--- config.mk ---
export PLATFORM = sky130hd
export DESIGN_NAME = tcp_capture_top
export DESIGN_NICKNAME = d
export VERILOG_FILES = /design/src/rtl/tcp_pkg.sv /design/src/rtl/tcp_chan_if.sv /design/src/rtl/tcp_capture_top.sv /design/src/rtl/tcp_chan_unit.sv
export SDC_FILE = /design/constraint.sdc
export NUM_CORES = 1
export LEC_CHECK = 0
export ABC_CLOCK_PERIOD_IN_PS = 8550
export BUFFER_PORTS_ARGS = -buffer_cell sky130_fd_sc_hd__buf_2
export CAP_MARGIN = 5
export CORE_MARGIN = 8
export CORE_UTILIZATION = 40
export CTS_CLUSTER_SIZE = 12
export DETAILED_ROUTE_END_ITERATION = 7
export GPL_TIMING_DRIVEN = 0
export PLACE_DENSITY = 0.63
export SYNTH_ARGS = -nofsm -noshare
export SYNTH_HDL_FRONTEND = slang
export SYNTH_SLANG_ARGS = --single-unit
--- constraint.sdc ---
create_clock -name I_MCLK -period 8.55 [get_ports I_MCLK]
set_clock_uncertainty 0.2 [all_clocks]
set_input_delay 2.1375 -clock I_MCLK [delete_from_list [all_inputs] [get_ports I_MCLK]]
set_output_delay 2.1375 -clock I_MCLK [all_outputs]
set_load 0.01 [all_outputs]
--- src/rtl/tcp_pkg.sv ---
// Shared constants for the timer capture prescaler and channel control block
package tcp_pkg;

  // ****************************************************************
  // Register map
  // ****************************************************************
  localparam int ADDR_W = 12;
  localparam logic [11:0] OFS_CTL_A = 12'h018;
  localparam logic [11:0] OFS_CTL_B = 12'h01C;
  localparam logic [11:0] OFS_ENA = 12'h020;
  localparam logic [31:0] RST_CTL = 32'h00000000;
  localparam logic [3:0] RST_ENA = 4'h0;
  localparam logic [3:0] STRB_FULL = 4'hF;

  // ****************************************************************
  // Per-channel field layout inside one byte lane
  // ****************************************************************
  localparam int NUM_CH = 4;
  localparam int CH_FIELD_W = 8;
  localparam int MODE_LSB = 0;
  localparam int DIV_LSB = 2;
  localparam int FLT_LSB = 4;
  localparam logic [1:0] DIV_MAX_EXP = 2'h3;

  // ****************************************************************
  // Channel modes
  // ****************************************************************
  typedef enum logic [1:0] {
    MODE_OUTPUT = 2'h0,
    MODE_OWN = 2'h1,
    MODE_NEIGHBOUR = 2'h2,
    MODE_TRIGGER = 2'h3
  } tcp_mode_t;

  // ****************************************************************
  // Filter table: sample rate exponent and consecutive sample count
  // ****************************************************************
  localparam int SAMP_CNT_W = 5;
  localparam int FLT_CNT_W = 4;

  function automatic logic [6:0] flt_lookup(input logic [3:0] code);
    logic [6:0] r;
    r = 7'h00;
    unique case (code)
      4'h0: r = {3'h0, 4'h0};
      4'h1: r = {3'h0, 4'h2};
      4'h2: r = {3'h0, 4'h4};
      4'h3: r = {3'h0, 4'h8};
      4'h4: r = {3'h1, 4'h6};
      4'h5: r = {3'h1, 4'h8};
      4'h6: r = {3'h2, 4'h6};
      4'h7: r = {3'h2, 4'h8};
      4'h8: r = {3'h3, 4'h6};
      4'h9: r = {3'h3, 4'h8};
      4'hA: r = {3'h4, 4'h5};
      4'hB: r = {3'h4, 4'h6};
      4'hC: r = {3'h4, 4'h8};
      4'hD: r = {3'h5, 4'h5};
      4'hE: r = {3'h5, 4'h6};
      4'hF: r = {3'h5, 4'h8};
    endcase
    return r;
  endfunction : flt_lookup

endpackage : tcp_pkg

--- src/rtl/tcp_chan_if.sv ---
// Carrier between the register block and one capture channel unit
`timescale 1ns/10ps
`default_nettype none
interface tcp_chan_if;
  logic raw;
  logic [7:0] cfg;
  logic enable;
  logic src_lvl;
  logic filt_lvl;
  logic capture;

  modport ctl (output raw, output cfg, output enable, output src_lvl,
               input filt_lvl, input capture);
  modport unit (input raw, input cfg, input enable, input src_lvl,
                output filt_lvl, output capture);
endinterface : tcp_chan_if
`default_nettype wire

--- src/rtl/tcp_capture_top.sv ---
// Capture channel control registers on APB with four capture channels
//
// The APB register port was decided locally.
`timescale 1ns/10ps
`default_nettype none
// What this block does
// - Edge prescaler divides channel edges before capture
// - Prescaler count clears when channel disabled
// - Divider code 00 captures every edge
// - Codes 01/10/11 capture per 2/4/8 edges
// - Control register B at 0x1C, resets zero
// - Filtered level valid after N equal samples
// - Mode selects output, own, neighbour, trigger
// - Mode writable only while channel disabled
module tcp_capture_top (
  input wire logic I_MCLK,
  input wire logic I_RST,
  input wire logic I_PSEL,
  input wire logic I_PENABLE,
  input wire logic I_PWRITE,
  input wire logic [tcp_pkg::ADDR_W-1:0] I_PADDR,
  input wire logic [31:0] I_PWDATA,
  input wire logic [3:0] I_PSTRB,
  input wire logic [tcp_pkg::NUM_CH-1:0] I_CH_IN,
  input wire logic I_ITS,
  output logic [31:0] O_PRDATA,
  output logic O_PREADY,
  output logic O_PSLVERR,
  output logic [tcp_pkg::NUM_CH-1:0] O_CAPTURE,
  output logic [tcp_pkg::NUM_CH-1:0] O_FILT
);

  // ****************************************************************
  // Register layout
  // ****************************************************************
  // Control A at 0x18: channel 0 in bits 7:0
  // Control A: channel 1 in bits 15:8
  // Control B at 0x1C: channel 2 in bits 7:0
  // Control B: channel 3 in bits 15:8
  // Enable register at 0x20: one bit per channel
  // Bits 31:16 of each register read zero
  // Every register resets to zero
  // Per channel byte: bits 1:0 input mode
  // Per channel byte: bits 3:2 edge divider
  // Per channel byte: bits 7:4 input filter
  // Mode 00: output, edges ignored
  // Mode 01: own filtered input
  // Mode 10: paired neighbour's filtered input
  // Mode 11: shared internal trigger level
  // Divider 00/01/10/11: every 1st/2nd/4th/8th edge

  // ****************************************************************
  // Bus timing
  // ****************************************************************
  // Setup cycle: select high, enable low
  // First access edge latches the request
  // Ready and error rise on that same edge
  // Writes land at the ready edge
  // Read data stands until the next read
  // Read strobes are ignored
  // Writes need all four strobes set
  // Unmapped accesses or partial writes flag error
  // Refused writes leave storage untouched
  // Locked mode bits drop without error
  // Back-to-back transfers need no idle cycle

  // ****************************************************************
  // Channel behaviour
  // ****************************************************************
  // Filter, edge detect and divider per unit
  // Divider count clears while channel is off
  // Capture pulse lasts a single clock
  // Mode changes only while channel is off
  // Rising edges only; no polarity select
  // Neighbour pairs: 0 with 1, 2 with 3
  // Trigger level shared by all channels
  // Filtered levels also drive the pins

  // ****************************************************************
  // Reset
  // ****************************************************************
  // Synchronous, active high, one edge enough
  // Channel bytes and enables clear
  // Bus outputs and capture pulses clear
  // Filter and sample counters restart
  // First setup allowed right after release

  // ****************************************************************
  // Register storage
  // ****************************************************************
  logic [7:0] cfg_reg [0:tcp_pkg::NUM_CH-1];
  logic [tcp_pkg::NUM_CH-1:0] ena_reg;
  logic pready_reg;
  logic pslverr_reg;
  logic [31:0] prdata_reg;
  logic [31:0] rd_next;
  logic err_next;
  logic hit_a;
  logic hit_b;
  logic hit_e;
  logic access_ph;
  logic wr_commit;
  logic [tcp_pkg::NUM_CH-1:0] filt_lvl;
  logic [tcp_pkg::NUM_CH-1:0] cap_lvl;

  // Address decode and access phase
  assign hit_a = I_PADDR == tcp_pkg::OFS_CTL_A;
  assign hit_b = I_PADDR == tcp_pkg::OFS_CTL_B;
  assign hit_e = I_PADDR == tcp_pkg::OFS_ENA;
  assign access_ph = I_PSEL & I_PENABLE & ~pready_reg;
  assign wr_commit = I_PSEL & I_PENABLE & pready_reg & I_PWRITE & ~pslverr_reg;

  // Read mux over the mapped registers
  always_comb begin
    rd_next = 32'h00000000;
    if (hit_a) begin
      rd_next = {16'h0000, cfg_reg[1], cfg_reg[0]};
    end else if (hit_b) begin
      rd_next = {16'h0000, cfg_reg[3], cfg_reg[2]};
    end else if (hit_e) begin
      rd_next = {28'h0000000, ena_reg};
    end
  end

  // Error on unmapped address or partial write
  always_comb begin
    err_next = ~(hit_a | hit_b | hit_e);
    if (I_PWRITE && I_PSTRB != tcp_pkg::STRB_FULL) begin
      err_next = 1'b1;
    end
  end

  // Ready pulse one cycle into the access phase
  always_ff @(posedge I_MCLK) begin
    if (I_RST) begin
      pready_reg <= 1'b0;
    end else begin
      pready_reg <= access_ph;
    end
  end

  // Error flag valid alongside ready
  always_ff @(posedge I_MCLK) begin
    if (I_RST) begin
      pslverr_reg <= 1'b0;
    end else begin
      pslverr_reg <= access_ph & err_next;
    end
  end

  // Read data taken on the first access edge
  always_ff @(posedge I_MCLK) begin
    if (I_RST) begin
      prdata_reg <= 32'h00000000;
    end else if (access_ph && !I_PWRITE) begin
      prdata_reg <= rd_next;
    end
  end

  // Channel field writes, mode locked while channel enabled
  always_ff @(posedge I_MCLK) begin
    if (I_RST) begin
      for (int c = 0; c < tcp_pkg::NUM_CH; c++) begin
        cfg_reg[c] <= tcp_pkg::RST_CTL[7:0];
      end
    end else if (wr_commit && (hit_a || hit_b)) begin
      for (int c = 0; c < tcp_pkg::NUM_CH; c++) begin
        if ((c < 2) == hit_a) begin
          cfg_reg[c][7:2] <= I_PWDATA[(c % 2) * 8 + 2 +: 6];
          if (!ena_reg[c]) begin
            cfg_reg[c][1:0] <= I_PWDATA[(c % 2) * 8 +: 2];
          end
        end
      end
    end
  end

  // Channel enable register
  always_ff @(posedge I_MCLK) begin
    if (I_RST) begin
      ena_reg <= tcp_pkg::RST_ENA;
    end else if (wr_commit && hit_e) begin
      ena_reg <= I_PWDATA[3:0];
    end
  end

  // ****************************************************************
  // Channel units and input selection
  // ****************************************************************
  for (genvar g = 0; g < tcp_pkg::NUM_CH; g++) begin : g_ch
    tcp_chan_if ch_if();
    logic [1:0] mode;

    assign mode = cfg_reg[g][tcp_pkg::MODE_LSB +: 2];
    assign ch_if.raw = I_CH_IN[g];
    assign ch_if.cfg = cfg_reg[g];
    assign ch_if.enable = ena_reg[g];
    // Source per mode: own, paired neighbour or trigger
    assign ch_if.src_lvl = (mode == tcp_pkg::MODE_OWN) ? filt_lvl[g] :
                           (mode == tcp_pkg::MODE_NEIGHBOUR) ? filt_lvl[g ^ 1] :
                           (mode == tcp_pkg::MODE_TRIGGER) ? I_ITS :
                           1'b0;
    assign filt_lvl[g] = ch_if.filt_lvl;
    assign cap_lvl[g] = ch_if.capture;

    tcp_chan_unit u_unit (
      .i_clk(I_MCLK),
      .i_rst(I_RST),
      .ch(ch_if.unit)
    );
  end

  // Outputs straight from flip-flops
  assign O_PRDATA = prdata_reg;
  assign O_PREADY = pready_reg;
  assign O_PSLVERR = pslverr_reg;
  assign O_CAPTURE = cap_lvl;
  assign O_FILT = filt_lvl;

endmodule : tcp_capture_top
`default_nettype wire

--- src/rtl/tcp_chan_unit.sv ---
// One capture channel: input filter, edge detect and edge prescaler
`timescale 1ns/10ps
`default_nettype none
module tcp_chan_unit (
  input wire logic i_clk,
  input wire logic i_rst,
  tcp_chan_if.unit ch
);

  // ****************************************************************
  // Filter sampling
  // ****************************************************************
  logic [tcp_pkg::SAMP_CNT_W-1:0] samp_cnt_reg;
  logic [tcp_pkg::FLT_CNT_W-1:0] flt_cnt_reg;
  logic [tcp_pkg::FLT_CNT_W-1:0] flt_cnt_next;
  logic filt_reg;
  logic src_d_reg;
  logic [2:0] psc_cnt_reg;
  logic capture_reg;
  logic [6:0] flt_sel;
  logic [2:0] samp_exp;
  logic [tcp_pkg::FLT_CNT_W-1:0] flt_need;
  logic [tcp_pkg::SAMP_CNT_W-1:0] samp_mask;
  logic samp_tick;
  logic edge_seen;
  logic [2:0] psc_limit;
  logic [1:0] div_sel;

  // Decode filter code into rate and count
  assign flt_sel = tcp_pkg::flt_lookup(ch.cfg[tcp_pkg::FLT_LSB +: 4]);
  assign samp_exp = flt_sel[6:4];
  assign flt_need = flt_sel[3:0];
  assign samp_mask = tcp_pkg::SAMP_CNT_W'((1 << samp_exp) - 1);
  assign samp_tick = (samp_cnt_reg & samp_mask) == '0;
  assign flt_cnt_next = flt_cnt_reg + 4'h1;

  // Free running sample-rate divider
  always_ff @(posedge i_clk) begin
    if (i_rst) begin
      samp_cnt_reg <= '0;
    end else begin
      samp_cnt_reg <= samp_cnt_reg + 5'h01;
    end
  end

  // Level becomes valid after N equal samples in a row
  always_ff @(posedge i_clk) begin
    if (i_rst) begin
      filt_reg <= 1'b0;
      flt_cnt_reg <= '0;
    end else if (flt_need == 4'h0) begin
      filt_reg <= ch.raw;
      flt_cnt_reg <= '0;
    end else if (samp_tick) begin
      if (ch.raw == filt_reg) begin
        flt_cnt_reg <= '0;
      end else if (flt_cnt_next >= flt_need) begin
        filt_reg <= ch.raw;
        flt_cnt_reg <= '0;
      end else begin
        flt_cnt_reg <= flt_cnt_next;
      end
    end
  end

  // ****************************************************************
  // Edge prescaler
  // ****************************************************************
  assign div_sel = ch.cfg[tcp_pkg::DIV_LSB +: 2];
  assign psc_limit = 3'((1 << div_sel) - 1);
  assign edge_seen = ch.src_lvl & ~src_d_reg;

  // Previous source level for rising edge detect
  always_ff @(posedge i_clk) begin
    if (i_rst) begin
      src_d_reg <= 1'b0;
    end else begin
      src_d_reg <= ch.src_lvl;
    end
  end

  // Count edges, capture every 1st, 2nd, 4th or 8th
  always_ff @(posedge i_clk) begin
    if (i_rst) begin
      psc_cnt_reg <= '0;
      capture_reg <= 1'b0;
    end else if (!ch.enable) begin
      psc_cnt_reg <= '0;
      capture_reg <= 1'b0;
    end else if (edge_seen &&
                 ch.cfg[tcp_pkg::MODE_LSB +: 2] != tcp_pkg::MODE_OUTPUT) begin
      if (psc_cnt_reg >= psc_limit) begin
        psc_cnt_reg <= '0;
        capture_reg <= 1'b1;
      end else begin
        psc_cnt_reg <= psc_cnt_reg + 3'h1;
        capture_reg <= 1'b0;
      end
    end else begin
      capture_reg <= 1'b0;
    end
  end

  assign ch.filt_lvl = filt_reg;
  assign ch.capture = capture_reg;

endmodule : tcp_chan_unit
`default_nettype wire

[Word-level counts from Yosys, hierarchy flattened]
Memory sizes are Yosys's and may differ from the RTL's.
Index checks and enable logic that the tools add are counted.
Widths: inputs -> output; s select.
Word-level totals
  register bits: 98
  memory bits (read-only): 448
  memories kept: 5
  bits in writable memories: 32
  output and inout port bits: 42
Memories
  (name not given): depth 16, width 7, rd ports 1, clocked after memory_dff 0, wr ports 0, line tcp_pkg.sv:44  | unique case (code)
  (name not given): depth 16, width 7, rd ports 1, clocked after memory_dff 0, wr ports 0, line tcp_pkg.sv:44
  (name not given): depth 16, width 7, rd ports 1, clocked after memory_dff 0, wr ports 0, line tcp_pkg.sv:44
  (name not given): depth 16, width 7, rd ports 1, clocked after memory_dff 0, wr ports 0, line tcp_pkg.sv:44
  cfg_reg: depth 4, width 8, rd ports 4, clocked after memory_dff 0, wr ports 4, line tcp_capture_top.sv:91  | logic [7:0] cfg_reg [0:tcp_pkg::NUM_CH-1];
Operators by class
  equality and inequality tests: 24
  bitwise logic cells: 39
  shift-type cells: 8
  magnitude comparators: 8
  muxes and demuxes: 86
  $add $sub $neg: 20
  reduce and logical (&&, ||, !) cells: 46
Operators with widths (number)
  $mux 1: 63
  $mux 4: 9
  $mux 32: 1
  $eq 12x5->1 const B: 2
  $mux 6: 4
  $reduce_bool 2->1: 12
  $add 5x1->5 const B: 4
  $and 5x5->5: 4
  $logic_not 5->1: 4
  $shl 1x3->5 const A: 4
  $sub 5x2->5 const B: 4
  $add 4x1->4 const B: 4
  $eq 2x2->1 const B: 8
  $ge 4x4->1: 4
  $logic_not 4->1: 4
  $mux 16: 1
  $reduce_or 2->1: 8
  $not 1->1: 15
  $add 3x1->3 const B: 4
  $eq 12x6->1 const B: 1
  $ge 3x3->1: 4
  $mux 3: 4
  $reduce_and 3->1: 4
  $reduce_or 3->1: 4
  other kinds (12): 55

[Depth between registers and ports, before layout]
  depth in word-level cells: 9
  depth in mapped cells: 12
  mapped depth without buffers: 12

[Modules after synthesis]
From an unflattened synthesis, not the netlist that was laid out.
Unflattened totals
  cell total of the unflattened synthesis: 762
  area, all modules: 7168.1 um2
By module, submodules not included
  tcp_capture_top: cells each 248, times used 1, sequential area each 1401.3 um2, area each 2616.3 um2
  tcp_chan_unit (g_ch[0].u_unit ...): cells each 132, times used 2, sequential area each 300.3 um2, area each 1139.8 um2
  tcp_chan_unit (g_ch[1].u_unit): cells each 126, times used 1, sequential area each 300.3 um2, area each 1137.3 um2
  tcp_chan_unit (g_ch[3].u_unit): cells each 124, times used 1, sequential area each 300.3 um2, area each 1134.8 um2

[Least setup slack after synthesis]
Ideal clock, no wire load.
  path type: input to register
  start point: in I_PADDR[9] (netlist bit)
  end point: mem cfg_reg[2][2] (enable)
  arrival time: 3.637 ns
  slack: 4.362 ns
  stages on the path: 5
  buffers on the path: 0
  required time: 8.000 ns
  library setup time: 0.350 ns
  path through: or4_1 -> nor4_4 -> nand2b_2 -> or2_1 -> nand2_1
RTL lines
  start, declared: line tcp_capture_top.sv:21  | input wire logic [tcp_pkg::ADDR_W-1:0] I_PADDR,
  end, declared: line tcp_capture_top.sv:91

==> reports/qor.txt <==
Slew Viols, Final: 0
Met3 Wirelength: 717 um
CTS tree: built
max cap viols: 0
Worst-Margin Slew: 0.8315 ns
Clock Path Buffers: 2
crit end category: flop
Die W: 147.9 um
P&R area growth vs syn: 18.38%
first-pass GRT wire length: 27320 um
Hold Path End: g_ch[3].u_unit.samp_cnt_reg[0]
fin crit share: 49.40%
Critical Path Start Type: input pin
Clock Latency Late Sink: 0.42 ns
outcome: finished clean
Via density: 5.103
nets@finish: 962
root buf cell: clkbuf_16
Top Metal Used: met4
initial antenna violation count: 0
Clock Pin Slew Worst Setup and Hold Paths: 0.05 ns
fmax: 0.2368 GHz
Synth Instances: 744
Post-Layout Cell Count: 1082
share of cells above drive strength 1: 19.37%
routed length on met1: 7888 um
setup repair bufs after CTS: 0
gpl congestion: 0.7880
TritonRoute pass-1 iters: 5
Worst VDD drop: 153.5 uV
number of global-route vias before repair: 5355
Critical-path top delay cell: or4_1
Hold Worst Slack: 0.2637 ns
Worst Path Arrival: 4.08 ns
synth unique cells: 62
CTS Buf Count: 17
Largest register FFs: 32
I/O pins: 100
Remaining Overflow, GRT: 0
minimum clock period: 4.223 ns
final hold violations: 0
Design Power: 1.483 mW
WL met2: 8025 um
sequential area share after synthesis: 37.40%
Synth Flop Type: dfxtp_1
leakage: 3.538 nW
largest net degree at the start of global routing: 17
die area: 21870 um^2
CP Cell Sequence: buf_2 > or4_1 > nor4_4 > nand2b_2 > or2_1 > nand2_1
Worst Hold Depth: 1
critical path peak fanout: 12
max incr delay on CP: 0.59 ns
Mapped Area: 6958 um^2
via count: 5521
DRC: 0
Post-CTS Resized: 0
Register-to-Register Path Depth: 10
Setup CP Type: input pin to flop
Initial Util: 40.51%
Core ar.: 17180 um^2
Worst EP required: 8.40 ns
max_slew headroom: 44.56%
Hold Path Class: flop to flop
final core occ: 47.95%
Reg-to-Reg End: g_ch[2].u_unit.flt_cnt_reg[0]
H-Tree Depth: 4
Buffers on Ports: 66
Die H: 147.9 um
GRT Util Overall: 15.85%
synthesized flop and latch total: 114
WL/cell: 15.67 um
ANT nets after route: 0
Async SR Flop Fraction: 0%
Yosys Warn Count: 0
final wirelength: 16950 um
Setup TNS Final: 0 ns
unrepaired setup endpoints after global routing: no
min-delay src: g_ch[3].u_unit.samp_cnt_reg[0]
Rows: 48
Syn Area/Cell: 9.352 um^2
clock tree sinks: 114
Hold-fix buffers, CTS: 0
number of instances in the placed design: 1050
worst reg-to-reg setup slack: 5.32 ns
HPWL after DPL: 12810 um
FF-to-FF Start: cfg_reg[2][5]
# diodes: 0
Pwr Density: 180.0 nW/um^2
Post-synth EDFFs: 32
1st-iter DRT viols: 364
Setup Viol. Count Final: 0
## synth_stat cells, types with 4 or more instances
cell	count	area, um^2
o22ai_1	4	25.02
and3_1	9	56.30
nor2_1	68	255.2
buf_4	26	195.2
nand4_1	9	56.30
xnor2_1	24	210.2
and2_1	24	150.1
edfxtp_1	32	960.9
nor3b_1	9	67.56
dfxtp_1	82	1642
buf_2	4	20.02
xor2_1	12	105.1
o21a_1	4	30.03
a22oi_1	16	120.1
a2111oi_0	4	35.03
o31a_1	4	35.03
mux2i_1	37	370.4
mux2_2	13	146.4
a211o_1	7	61.31
nor2b_1	8	50.05
nand3_1	20	100.1
nor3_1	14	70.07
ha_1	60	750.7
clkbuf_1	12	45.04
inv_1	38	142.6
or2_2	12	75.07
nand2b_1	17	106.4
o211ai_1	4	30.03
a21o_1	10	75.07
a211oi_1	4	30.03
o21ai_0	41	205.2
a21oi_1	22	110.1
nand3b_1	4	30.03
nor4_1	5	31.28
nand2_1	39	146.4
or4_1	5	37.54
## layout make-up
class,count,area [um^2]
multi-input cells,559,3964
inverters,38,142.6
repair buffers,66,330.3
clock inverters,13,146.4
clock buffers,19,464.2
fillers,1701,8940
flip-flops and latches,114,2603
plain buffers,48,305.3
well taps,225,281.5
## power breakdown
group | internal, mW | switching, mW
clock network | 0.457 | 0.274
registers | 0.571 | 0.0192
logic | 0.0715 | 0.0897
## per-stage QoR
step | area, um^2 | worst slack, ns
detailed placement | 7626 | 3.897
CTS | 8237 | 4.337
global route | 8237 | 4.269
floorplan | 7014 | 4.362
global placement | 7626 | 3.897
finish | 8237 | 4.327
## worst max-delay path: cells and delay by family
family                 cells  cell delay, ns
buffers and inverters      1            0.09
AND/OR/NAND/NOR            5            1.83
## kinds of logic after synthesis
logic type,count (synthesis),share of synthesized area (%)
other,1,0.05390
AOI/OAI and AO/OA,137,13.22
and+or+nand+nor,260,20.14
DFF,114,37.40
muxes,50,7.427
xor gates and xnor gates,36,4.532
adders and majority gates,60,10.79
buffers and inverters,86,6.438
## cell usage in the layout, fill, tap and decap left out, drive strengths merged, types with 4 or more instances in the layout
cell	count
conb	16
nor3b	9
clkbuf	31
o21ai	41
ha	60
a2111oi	4
o31a	4
a211o	7
or4	6
inv	42
nor2	68
or2	15
nand3	20
edfxtp	32
a21oi	22
and3	9
a22oi	16
nand2b	18
nand4	9
xnor2	24
o211ai	5
buf	102
o22ai	4
o21a	4
dfxtp	82
nand3b	4
mux2i	37
nor4	6
xor2	12
mux2	13
nor3	17
a211oi	4
a21o	10
nand2	39
and2	24
clkinv	5
nor2b	8
## layer usage
layer	GRT usage (%)	vias to the layer above
met3	3.821	22
met5	0	-
met2	26.33	95
li1	-	2827
met4	5.762	0
met1	19.59	2577
## how the worst max path moves through the flow
| stage | slack (ns) | startpoint | to | cells past startpoint |
|---|---|---|---|---|
| 2_1_floorplan | 4.36 | I_PADDR[9] | cfg_reg[2][2] | 5 |
| 3_3_place_gp | 3.90 | I_RST | cfg_reg[0][4] | 5 |
| 3_5_place_dp | 3.90 | I_PADDR[9] | cfg_reg[3][3] | 6 |
| 4_1_cts | 4.34 | I_PADDR[9] | cfg_reg[2][6] | 6 |
| 5_1_grt | 4.27 | I_PADDR[9] | cfg_reg[3][7] | 6 |
| 6_report | 4.33 | I_PADDR[9] | cfg_reg[2][6] | 6 |
(Power assumes the default switching activity.)
